**src/shared/asq_regs.vh**
```
// Contract
// - Master role drives bit clock and word select pins as outputs.
// - Idle polarity sets bit clock rest level; master clock only when enabled.
// - Master clock pin is an output only while its enable is set.
// - Master transmit starts after first buffer write; first word is left.
// - Buffer-to-shifter move sets tx empty flag; interrupt if enabled.
// - Channel side updates as tx empty rises; marks channel of received words.
// - Every frame is left word then right word; no left-only frame.
// - Buffered half-word loads in first bit period, shifts out MSB first.
// - Receive delivers 16-bit packets; full sets flag, data read clears.
// - Word arriving while previous unread sets overrun; interrupt if enabled.
// - Busy flag stays low throughout master reception.
// - Slave role generates no clock; external master drives clock and select.
// - Slave channel side follows word select; asserted select means left.
// - Slave transmit without new word at next word start sets underrun.
// - Status register read clears underrun flag.
// - Overrun clears only after data read followed by status read.
`ifndef ASQ_REGS_VH
`define ASQ_REGS_VH

// ----------------------------------------------------------------
// Register offsets
// ----------------------------------------------------------------
`define ASQ_OFS_CFG     4'h0
`define ASQ_OFS_IRQ     4'h4
`define ASQ_OFS_PRE     4'h8
`define ASQ_OFS_DATA    4'hC
`define ASQ_OFS_STAT    4'h0 + 4'h0
`define ASQ_OFS_STATUS  4'h1

// ----------------------------------------------------------------
// Configuration fields
// ----------------------------------------------------------------
`define ASQ_CFG_EN      0
`define ASQ_CFG_MODE    1
`define ASQ_CFG_ROLE_LO 2
`define ASQ_CFG_ROLE_HI 3
`define ASQ_CFG_STD_LO  4
`define ASQ_CFG_STD_HI  5
`define ASQ_CFG_PCMS    6
`define ASQ_CFG_DLEN_LO 7
`define ASQ_CFG_DLEN_HI 8
`define ASQ_CFG_CLEN    9
`define ASQ_CFG_CPOL    10
`define ASQ_CFG_W       11

// ----------------------------------------------------------------
// Interrupt enables, prescaler and status fields
// ----------------------------------------------------------------
`define ASQ_IRQ_TXE     0
`define ASQ_IRQ_RXF     1
`define ASQ_IRQ_ERR     2
`define ASQ_PRE_ODD     8
`define ASQ_PRE_MASTER_CLOCK_OUT_ENABLE   9
`define ASQ_ST_RXF      0
`define ASQ_ST_TXE      1
`define ASQ_ST_SIDE     2
`define ASQ_ST_UDR      3
`define ASQ_ST_OVR      6
`define ASQ_ST_BUSY     7

// ----------------------------------------------------------------
// Framing constants
// ----------------------------------------------------------------
`define ASQ_SLOT_LAST16 5'h0F
`define ASQ_SLOT_LAST32 5'h1F
`define ASQ_MCK_DIV16   4'h8
`define ASQ_MCK_DIV32   4'h4
`define ASQ_DLEN_16     2'h0
`define ASQ_STD_LSB     2'h2
`define ASQ_PRE_RESET   10'h002

`endif

```
**src/rtl/asq_top.v**
```verilog
// The register addresses and the plain strobed port are this design's own decisions.
`timescale 1ns/1ns
`include "asq_regs.vh"

module asq_top #(
  parameter DIV_W = 8
) (
  // Clock and reset
  input  wire        clk,
  input  wire        rst_n,
  // Register port
  input  wire [3:0]  reg_addr,
  input  wire [15:0] reg_wdata,
  input  wire        reg_wr,
  input  wire        reg_rd,
  output reg  [15:0] reg_rdata,
  // Serial pins
  input  wire        bit_clock_in,
  output wire        bit_clock_out,
  output wire        bit_clock_oe,
  input  wire        frame_select_in,
  output wire        frame_select_out,
  output wire        frame_select_oe,
  output wire        master_clock_out,
  output wire        master_clock_oe,
  output wire        sd_out,
  output wire        sd_oe,
  input  wire        sd_in,
  // Interrupt
  output wire        irq
);

  // ----------------------------------------------------------------
  // Registers and state
  // ----------------------------------------------------------------
  reg [`ASQ_CFG_W-1:0] cfg_q;
  reg [2:0]            irq_en_q;
  reg [DIV_W+1:0]      pre_q;
  reg [15:0]           tx_buf_q;
  reg                  tx_full_q;
  reg                  tx_empty_q;
  reg [15:0]           tx_sh_q;
  reg [15:0]           rx_sh_q;
  reg [15:0]           rx_buf_q;
  reg                  rx_full_q;
  reg                  side_flag_q;
  reg                  udr_q;
  reg                  ovr_q;
  reg                  ovr_armed_q;
  reg                  started_q;
  reg                  run_q;
  reg [4:0]            slot_q;
  reg                  side_q;
  reg                  ws_seen_q;
  reg [DIV_W:0]        div_cnt_q;
  reg [3:0]            sub_cnt_q;
  reg                  mclk_q;
  reg                  bck_q;
  reg                  bck_in_prev_q;

  // ----------------------------------------------------------------
  // Configuration decode
  // ----------------------------------------------------------------
  wire       en        = cfg_q[`ASQ_CFG_EN] & cfg_q[`ASQ_CFG_MODE];
  wire       is_master = cfg_q[`ASQ_CFG_ROLE_HI];
  wire       is_rx     = cfg_q[`ASQ_CFG_ROLE_LO];
  wire       cpol      = cfg_q[`ASQ_CFG_CPOL];
  wire       chan32    = cfg_q[`ASQ_CFG_CLEN];
  wire [1:0] dlen      = cfg_q[`ASQ_CFG_DLEN_HI:`ASQ_CFG_DLEN_LO];
  wire       mck_en    = pre_q[`ASQ_PRE_MASTER_CLOCK_OUT_ENABLE];
  // 16-bit data inside a 32-bit channel: second half is padding
  wire       pad_mode  = chan32 & (dlen == `ASQ_DLEN_16);
  wire [4:0] slot_last = chan32 ? `ASQ_SLOT_LAST32 : `ASQ_SLOT_LAST16;

  // Register decode, used by both read and write paths
  function hit;
    input [3:0] a;
    input [3:0] ofs;
    begin
      hit = (a == ofs);
    end
  endfunction

  wire wr_cfg  = reg_wr & hit(reg_addr, `ASQ_OFS_CFG);
  wire wr_irq  = reg_wr & hit(reg_addr, `ASQ_OFS_IRQ);
  wire wr_pre  = reg_wr & hit(reg_addr, `ASQ_OFS_PRE);
  wire wr_data = reg_wr & hit(reg_addr, `ASQ_OFS_DATA);
  wire rd_data = reg_rd & hit(reg_addr, `ASQ_OFS_DATA);
  wire rd_stat = reg_rd & hit(reg_addr, `ASQ_OFS_STATUS);

  // ----------------------------------------------------------------
  // Master clock generation
  // ----------------------------------------------------------------
  // Master runs once enabled; transmit waits for the first word
  wire run_m   = en & is_master & (is_rx | started_q);
  wire [DIV_W:0] half = {pre_q[DIV_W-1:0], pre_q[`ASQ_PRE_ODD]};
  // A zero divider would stall the counter, so treat it as one
  wire [DIV_W:0] half_m1 = (half == {(DIV_W+1){1'b0}}) ? {(DIV_W+1){1'b0}} : half - 1'b1;
  wire tick    = run_m & (div_cnt_q >= half_m1);
  wire [3:0] sub_last = mck_en ? (chan32 ? `ASQ_MCK_DIV32 : `ASQ_MCK_DIV16) - 1'b1 : 4'h0;
  wire bck_tgl = tick & (sub_cnt_q == sub_last);

  // Divider chain: ticks feed master clock, bit clock derives from it
  always @(posedge clk or negedge rst_n) begin
    if (!rst_n) begin
      div_cnt_q <= {(DIV_W+1){1'b0}};
      sub_cnt_q <= 4'h0;
      mclk_q    <= 1'b0;
      bck_q     <= 1'b0;
    end else if (!run_m) begin
      div_cnt_q <= {(DIV_W+1){1'b0}};
      sub_cnt_q <= 4'h0;
      mclk_q    <= 1'b0;
      bck_q     <= 1'b0;
    end else begin
      div_cnt_q <= tick ? {(DIV_W+1){1'b0}} : div_cnt_q + 1'b1;
      if (tick) begin
        mclk_q    <= ~mclk_q;
        sub_cnt_q <= bck_tgl ? 4'h0 : sub_cnt_q + 1'b1;
      end
      if (bck_tgl)
        bck_q <= ~bck_q;
    end
  end

  // ----------------------------------------------------------------
  // Bit edges for both roles
  // ----------------------------------------------------------------
  // Slave clock is taken as synchronous; only the previous level is kept
  wire bck_in_n = bit_clock_in ^ cpol;
  wire drv_s    = en & ~is_master & bck_in_n & ~bck_in_prev_q;
  wire smp_s    = en & ~is_master & ~bck_in_n & bck_in_prev_q;
  wire drv_m    = bck_tgl & ~bck_q;
  wire smp_m    = bck_tgl & bck_q;
  wire drv      = is_master ? drv_m : drv_s;
  wire smp      = is_master ? smp_m : smp_s;

  always @(posedge clk or negedge rst_n) begin
    if (!rst_n)
      bck_in_prev_q <= 1'b0;
    else
      bck_in_prev_q <= bck_in_n;
  end

  // Next slot: slave realigns on a word select change
  wire ws_chg    = ws_seen_q ^ frame_select_in;
  wire [4:0] nslot = (!run_q || (!is_master && ws_chg) || slot_q == slot_last) ? 5'h00 : slot_q + 1'b1;
  wire pkt_start = (nslot[3:0] == 4'h0) & ~(pad_mode & nslot[4]);
  // Channel of the word being started
  wire nside     = is_master ? (!run_q ? 1'b1 : (nslot == 5'h00 ? ~side_q : side_q))
                             : frame_select_in;
  // Next word channel: same channel for a second packet, else the other one
  wire next_side = (chan32 & ~pad_mode & (nslot == 5'h00)) ? nside : ~nside;
  wire pkt_done  = smp & run_q & (slot_q[3:0] == 4'hF) & ~(pad_mode & slot_q[4]);
  wire tx_mode   = en & ~is_rx;
  wire rx_mode   = en & is_rx;

  // ----------------------------------------------------------------
  // Framing and transmit shifter
  // ----------------------------------------------------------------
  always @(posedge clk or negedge rst_n) begin
    if (!rst_n) begin
      run_q     <= 1'b0;
      slot_q    <= 5'h00;
      side_q    <= 1'b1;
      ws_seen_q <= 1'b0;
      tx_sh_q   <= 16'h0000;
    end else if (!en) begin
      run_q     <= 1'b0;
      slot_q    <= 5'h00;
      side_q    <= 1'b1;
      ws_seen_q <= frame_select_in;
      tx_sh_q   <= 16'h0000;
    end else if (drv) begin
      run_q     <= 1'b1;
      slot_q    <= nslot;
      side_q    <= nside;
      ws_seen_q <= frame_select_in;
      // Load in the first bit period, then shift MSB first
      if (pkt_start && tx_mode && tx_full_q)
        tx_sh_q <= tx_buf_q;
      else if (pkt_start)
        tx_sh_q <= 16'h0000;
      else
        tx_sh_q <= {tx_sh_q[14:0], 1'b0};
    end
  end

  // ----------------------------------------------------------------
  // Transmit buffer and flags
  // ----------------------------------------------------------------
  wire tx_load = drv & pkt_start & tx_mode & tx_full_q;
  wire tx_miss = drv & pkt_start & tx_mode & ~tx_full_q & ~is_master & run_q;

  always @(posedge clk or negedge rst_n) begin
    if (!rst_n) begin
      tx_buf_q   <= 16'h0000;
      tx_full_q  <= 1'b0;
      tx_empty_q <= 1'b0;
      started_q  <= 1'b0;
    end else if (!en) begin
      // Disable drops any pending word and clears the empty flag
      tx_full_q  <= 1'b0;
      tx_empty_q <= 1'b0;
      started_q  <= 1'b0;
      if (wr_data)
        tx_buf_q <= reg_wdata;
    end else begin
      if (wr_data) begin
        tx_buf_q  <= reg_wdata;
        started_q <= started_q | ~is_rx;
      end
      // A write in the load cycle refills the buffer: write wins
      if (wr_data && !is_rx) begin
        tx_full_q  <= 1'b1;
        tx_empty_q <= 1'b0;
      end else if (tx_load) begin
        tx_full_q  <= 1'b0;
        tx_empty_q <= 1'b1;
      end else if (!tx_full_q && !is_rx && !started_q) begin
        tx_empty_q <= 1'b1;
      end
    end
  end

  // ----------------------------------------------------------------
  // Receive shifter and buffer
  // ----------------------------------------------------------------
  always @(posedge clk or negedge rst_n) begin
    if (!rst_n) begin
      rx_sh_q   <= 16'h0000;
      rx_buf_q  <= 16'h0000;
      rx_full_q <= 1'b0;
    end else begin
      if (smp && rx_mode)
        rx_sh_q <= {rx_sh_q[14:0], sd_in};
      // A same-cycle read beats completion into a full buffer, so that packet is lost
      if (pkt_done && rx_mode && !rx_full_q) begin
        rx_buf_q  <= {rx_sh_q[14:0], sd_in};
        rx_full_q <= 1'b1;
      end else if (rd_data || !en) begin
        rx_full_q <= 1'b0;
      end
    end
  end

  // ----------------------------------------------------------------
  // Channel side and error flags
  // ----------------------------------------------------------------
  wire ovr_set = pkt_done & rx_mode & rx_full_q;

  always @(posedge clk or negedge rst_n) begin
    if (!rst_n) begin
      side_flag_q <= 1'b0;
      udr_q       <= 1'b0;
      ovr_q       <= 1'b0;
      ovr_armed_q <= 1'b0;
    end else begin
      if (tx_load)
        side_flag_q <= next_side;
      else if (pkt_done && rx_mode && !rx_full_q)
        side_flag_q <= side_q;
      // Underrun: set beats the clearing status read
      if (tx_miss)
        udr_q <= 1'b1;
      else if (rd_stat)
        udr_q <= 1'b0;
      // Overrun needs a data read, then a status read
      if (ovr_set) begin
        ovr_q       <= 1'b1;
        ovr_armed_q <= 1'b0;
      end else if (rd_stat && ovr_armed_q) begin
        ovr_q       <= 1'b0;
        ovr_armed_q <= 1'b0;
      end else if (rd_data && ovr_q) begin
        ovr_armed_q <= 1'b1;
      end
    end
  end

  // Busy: never in master receive, else while the link runs
  wire busy = run_q & ~(is_master & is_rx);

  // ----------------------------------------------------------------
  // Register writes
  // ----------------------------------------------------------------
  always @(posedge clk or negedge rst_n) begin
    if (!rst_n) begin
      cfg_q    <= {`ASQ_CFG_W{1'b0}};
      irq_en_q <= 3'h0;
      pre_q    <= `ASQ_PRE_RESET;
    end else begin
      if (wr_cfg)
        cfg_q <= reg_wdata[`ASQ_CFG_W-1:0];
      if (wr_irq)
        irq_en_q <= reg_wdata[2:0];
      if (wr_pre)
        pre_q <= reg_wdata[DIV_W+1:0];
    end
  end

  // ----------------------------------------------------------------
  // Register reads, answered one cycle later
  // ----------------------------------------------------------------
  reg [15:0] rd_mux;

  always @* begin
    rd_mux = 16'h0000;
    if (hit(reg_addr, `ASQ_OFS_CFG))
      rd_mux[`ASQ_CFG_W-1:0] = cfg_q;
    else if (hit(reg_addr, `ASQ_OFS_IRQ))
      rd_mux[2:0] = irq_en_q;
    else if (hit(reg_addr, `ASQ_OFS_PRE))
      rd_mux[DIV_W+1:0] = pre_q;
    else if (hit(reg_addr, `ASQ_OFS_DATA))
      rd_mux = rx_buf_q;
    else if (hit(reg_addr, `ASQ_OFS_STATUS)) begin
      rd_mux[`ASQ_ST_RXF]  = rx_full_q;
      rd_mux[`ASQ_ST_TXE]  = tx_empty_q;
      rd_mux[`ASQ_ST_SIDE] = side_flag_q;
      rd_mux[`ASQ_ST_UDR]  = udr_q;
      rd_mux[`ASQ_ST_OVR]  = ovr_q;
      rd_mux[`ASQ_ST_BUSY] = busy;
    end
  end

  always @(posedge clk or negedge rst_n) begin
    if (!rst_n)
      reg_rdata <= 16'h0000;
    else if (reg_rd)
      reg_rdata <= rd_mux;
    else
      reg_rdata <= 16'h0000;
  end

  // ----------------------------------------------------------------
  // Pins and interrupt
  // ----------------------------------------------------------------
  // Idle level of the bit clock follows the polarity bit
  assign bit_clock_out    = bck_q ^ cpol;
  assign bit_clock_oe     = en & is_master;
  // Select high marks the left channel in both roles
  assign frame_select_out = side_q;
  assign frame_select_oe  = en & is_master;
  assign master_clock_out = mclk_q & mck_en;
  assign master_clock_oe  = en & is_master & mck_en;
  assign sd_out           = tx_sh_q[15];
  assign sd_oe            = tx_mode;
  assign irq = (tx_empty_q & irq_en_q[`ASQ_IRQ_TXE]) |
               (rx_full_q & irq_en_q[`ASQ_IRQ_RXF]) |
               ((ovr_q | udr_q) & irq_en_q[`ASQ_IRQ_ERR]);

endmodule

```
**config.mk**
```make
export PLATFORM = sky130hd
export DESIGN_NAME = asq_top
export DESIGN_NICKNAME = d
export VERILOG_FILES = /design/src/rtl/asq_top.v
export VERILOG_INCLUDE_DIRS = /design/src /design/src/shared
export SDC_FILE = /design/constraint.sdc
export NUM_CORES = 1
export LEC_CHECK = 0
export BUFFER_PORTS_ARGS = -buffer_cell sky130_fd_sc_hd__buf_4
export CAP_MARGIN = 20
export CORE_MARGIN = 2
export CORE_UTILIZATION = 56
export CTS_BUF_LIST = sky130_fd_sc_hd__clkbuf_4 sky130_fd_sc_hd__clkbuf_8
export DETAILED_ROUTE_END_ITERATION = 8
export MAX_ROUTING_LAYER = met4
export PLACE_DENSITY = 0.79
export SETUP_SLACK_MARGIN = 0.05
export SLEW_MARGIN = 20
export SYNTH_ARGS = -nofsm -noshare
export SYNTH_HDL_FRONTEND = slang
export SYNTH_SLANG_ARGS = --single-unit
```
**constraint.sdc**
```tcl
create_clock -name clk -period 3.95 [get_ports clk]
set_clock_uncertainty 0.05 [all_clocks]
set_input_delay 0.1975 -clock clk [delete_from_list [all_inputs] [get_ports clk]]
set_output_delay 0.1975 -clock clk [all_outputs]
set_load 0.03 [all_outputs]
```
==> impl_metrics.toml <==
[worst_setup_path]
required_ns = 4.26
r2r.worst_path.cells = 14
critical_path_class = "reg -> reg"
endpoint_kind = "flop"
start_kind = "flop"
cp_slowest_stage_delay_ns = 0.47
arrival_ns = 4.13
critPathLaunch = "pre_q[8]$_DFFE_PN0P_"
rr_endpoint = "tx_sh_q[3]$_DFFE_PN0P_"
crit_chain = "inv_1 -> ha_1 -> nand4bb_1 -> or4_1 -> and2_1 -> ha_1 -> nand2b_1 -> a41o_1 -> a211oi_2 -> buf_6 -> o41a_1 -> buf_12 -> a21oi_1 -> a21oi_1"
regToRegSetupSlack_ns = 0.13
r2r-start = "pre_q[8]$_DFFE_PN0P_"
crit_path_max_fanout = 20
crit_slowest_cell = "or4_1"

[floorplanning]
io_pins = 52
die_y_um = 112
initial_core_util_pct = 57.2
die-width_um = 112
rows = 39
die_area_mm2 = 0.0125
coreArea_mm2 = 0.0114

[final_layout]
syn2layout_area_growth_pct = 18.0
post-route-util_pct = 67.6
stdcell_area_mm2 = 0.00768
multi_input_area_mm2 = 0.00295
diodes = 0
seqCellArea_mm2 = 0.00338
drive_above_1_share_pct = 26.7
nets = 700
stdcell_count = 816
fill_cells = 804

[logic_synthesis]
synth_top_area_share_pct = 51.1
ys_seq_area_share_pct = 51.9
synthTopCellsByCount = "dfrtp_1, mux2_2, a21oi_1"
syn_inst = 590
synth.top_cells.by_area = "dfrtp_1, mux2_2, a21oi_1"
synth_area_mm2 = 0.00651
async_flop_share_pct = 100
yosys_warnings = 0
avgSynthCellArea_um2 = 11.0
synth_cell_types = 58
syn_nets = 630
yosysTopAreaCell = "dfrtp_1"
synth_edf_count = 0
synth_top_flop_cell = "dfrtp_1"
synth_seq_cells = 135
yosysMostFrequentCell = "dfrtp_1"

[timing]
fin_setup_tns_ns = 0
slew_headroom_pct = 37.3
finalHoldViolations = 0
fmax_mhz = 262
whs_ns = 0.0396
fin_crit_sh_pct = 96.6
worst_pin_slew_ns = 0.941
rsz0062_at_grt = "yes"
setup_viol = 0
fin_ws_ns = 0.134
fin_crit_ns = 3.82
finalMaxSlewViolations = 0

[global_route]
first_global_vias = 4988
antenna_found_initial = 0
grt_pass1_wl_mm = 25.0
grt_max_degree = 106
grtUsageTotal_pct = 26.1
overflow = 0

[drt]
initialDrtViolationCount = 443
avgViaCountPerCell = 6.14
first_pass_iters = 6
num_vias = 5007
ant_nets = 0
drt-total-wl_mm = 15.3
drc = 0
wl_per_cell_um = 18.7

[place]
hpwl_mm = 10.2
place_congestion = 0.907
placed_cells = 761
placed_cell_area_mm2 = 0.00702
pre_cts_ws_ns = 0.0563
portBuffers = 51

[hold_path]
hold_start = "reg_rd"
holdPathStages = 2
holdPathEnd = "reg_rdata[0]$_DFF_PN0_"
hold_class = "in -> reg"

[clocking]
clockBufferDepth = 2
htreeDepth = 4
root_buffer = "clkbuf_8"
clock_latency_ns = 0.45
cts_num_sinks = 135
tritoncts = "done"
numCtsBuffers = 17
clk_pin_slew_worst_paths_ns = 0.08

[pwr]
power.leakage_nw = 3.54
p_total_mw = 3.36
peakVddDrop_uv = 272
power_density_mw_per_mm2 = 437

[job]
max-cap-violations = 0

[run_status]
status = "completed"
-- registers in the layout, indices dropped and copies added (netlist names), 5 cells and up --
signal     flops
tx_buf_q      16
cfg_q         11
div_cnt_q      9
slot_q         5
tx_sh_q       16
rx_buf_q      16
rx_sh_q       15
pre_q         10
reg_rdata     16
-- what timing repair did --
| item | 4_1_cts | 5_1_grt |
|---|---|---|
| gates resized for setup | 0 | 2 |
| endpoints found under the setup margin | 8 | 59 |
| hold buffers | 20 | 0 |
| pin swaps | 2 | 2 |
| buffers inserted | 0 | 3 |
| hold endpoints to repair | 146 | 0 |
-- final cells by class --
type / instances / area share [%]
Sequential cell: 135 / 44.0
Multi-Input combinational cell: 411 / 38.4
Timing Repair Buffer: 84 / 9.28
Clock buffer: 20 / 3.58
Tap cell: 143 / 2.33
Clock inverter: 12 / 1.82
Inverter: 11 / 0.537
-- cell families (layout without fill, tap and decap cells) --
kind of cell | Yosys count | count (layout) | synth area share [%]
simple gates | 174 | 174 | 14.1
flops | 135 | 135 | 51.9
compound gates | 122 | 122 | 11.1
mux | 82 | 82 | 14.7
buf+inv | 44 | 127 | 2.98
xor+xnor | 20 | 20 | 2.69
fa+ha+maj | 13 | 13 | 2.50
-- cells in the final DEF, fill, tap and decap left out, types with 11 or more instances in the layout --
cell type	n
clkbuf_8	20
mux2_2	64
nand2_1	34
and2_1	15
buf_4	60
dfrtp_1	133
ha_1	13
inv_1	11
a21oi_1	60
dlygate4sd3_1	20
nor2_1	30
nand3_1	37
o21ai_0	23
xor2_1	11
-- critical path, delay by kind of cell (launching register included) --
family          cells  cell delay (ns)
compound gates      5             1.27
simple gates        4             0.99
buf+inv             3             0.52
fa+ha+maj           2             0.46
flops               1             0.42
-- power breakdown --
part | internal, mW | switching [mW] | leakage [nW]
registers | 1.51 | 0.129 | 1.79
logic | 0.251 | 0.282 | 1.54
clock network | 0.619 | 0.573 | 0.202
total | 2.38 | 0.983 | 3.54
-- worst max path at each step --
stage,end,depth (start not counted)
detailed placement,rx_buf_q[0]$_DFFE_PN0P_,13
CTS,rx_buf_q[1]$_DFFE_PN0P_,12
global placement,rx_buf_q[4]$_DFFE_PN0P_,12
floorplan,rx_sh_q[10]$_DFFE_PN0P_,14
global route,tx_sh_q[3]$_DFFE_PN0P_,14
finish,tx_sh_q[3]$_DFFE_PN0P_,14
-- metal layers --
layer	GRT usage, %	vias to the layer above	share of wire (%)
met2	38.5	223	47
li1	-	2248	-
met4	11.5	0	2.6
met1	35.2	2493	44
met3	5.23	43	6.2
met5	-	-	0
Note: power is estimated with default switching activity, not from simulation.
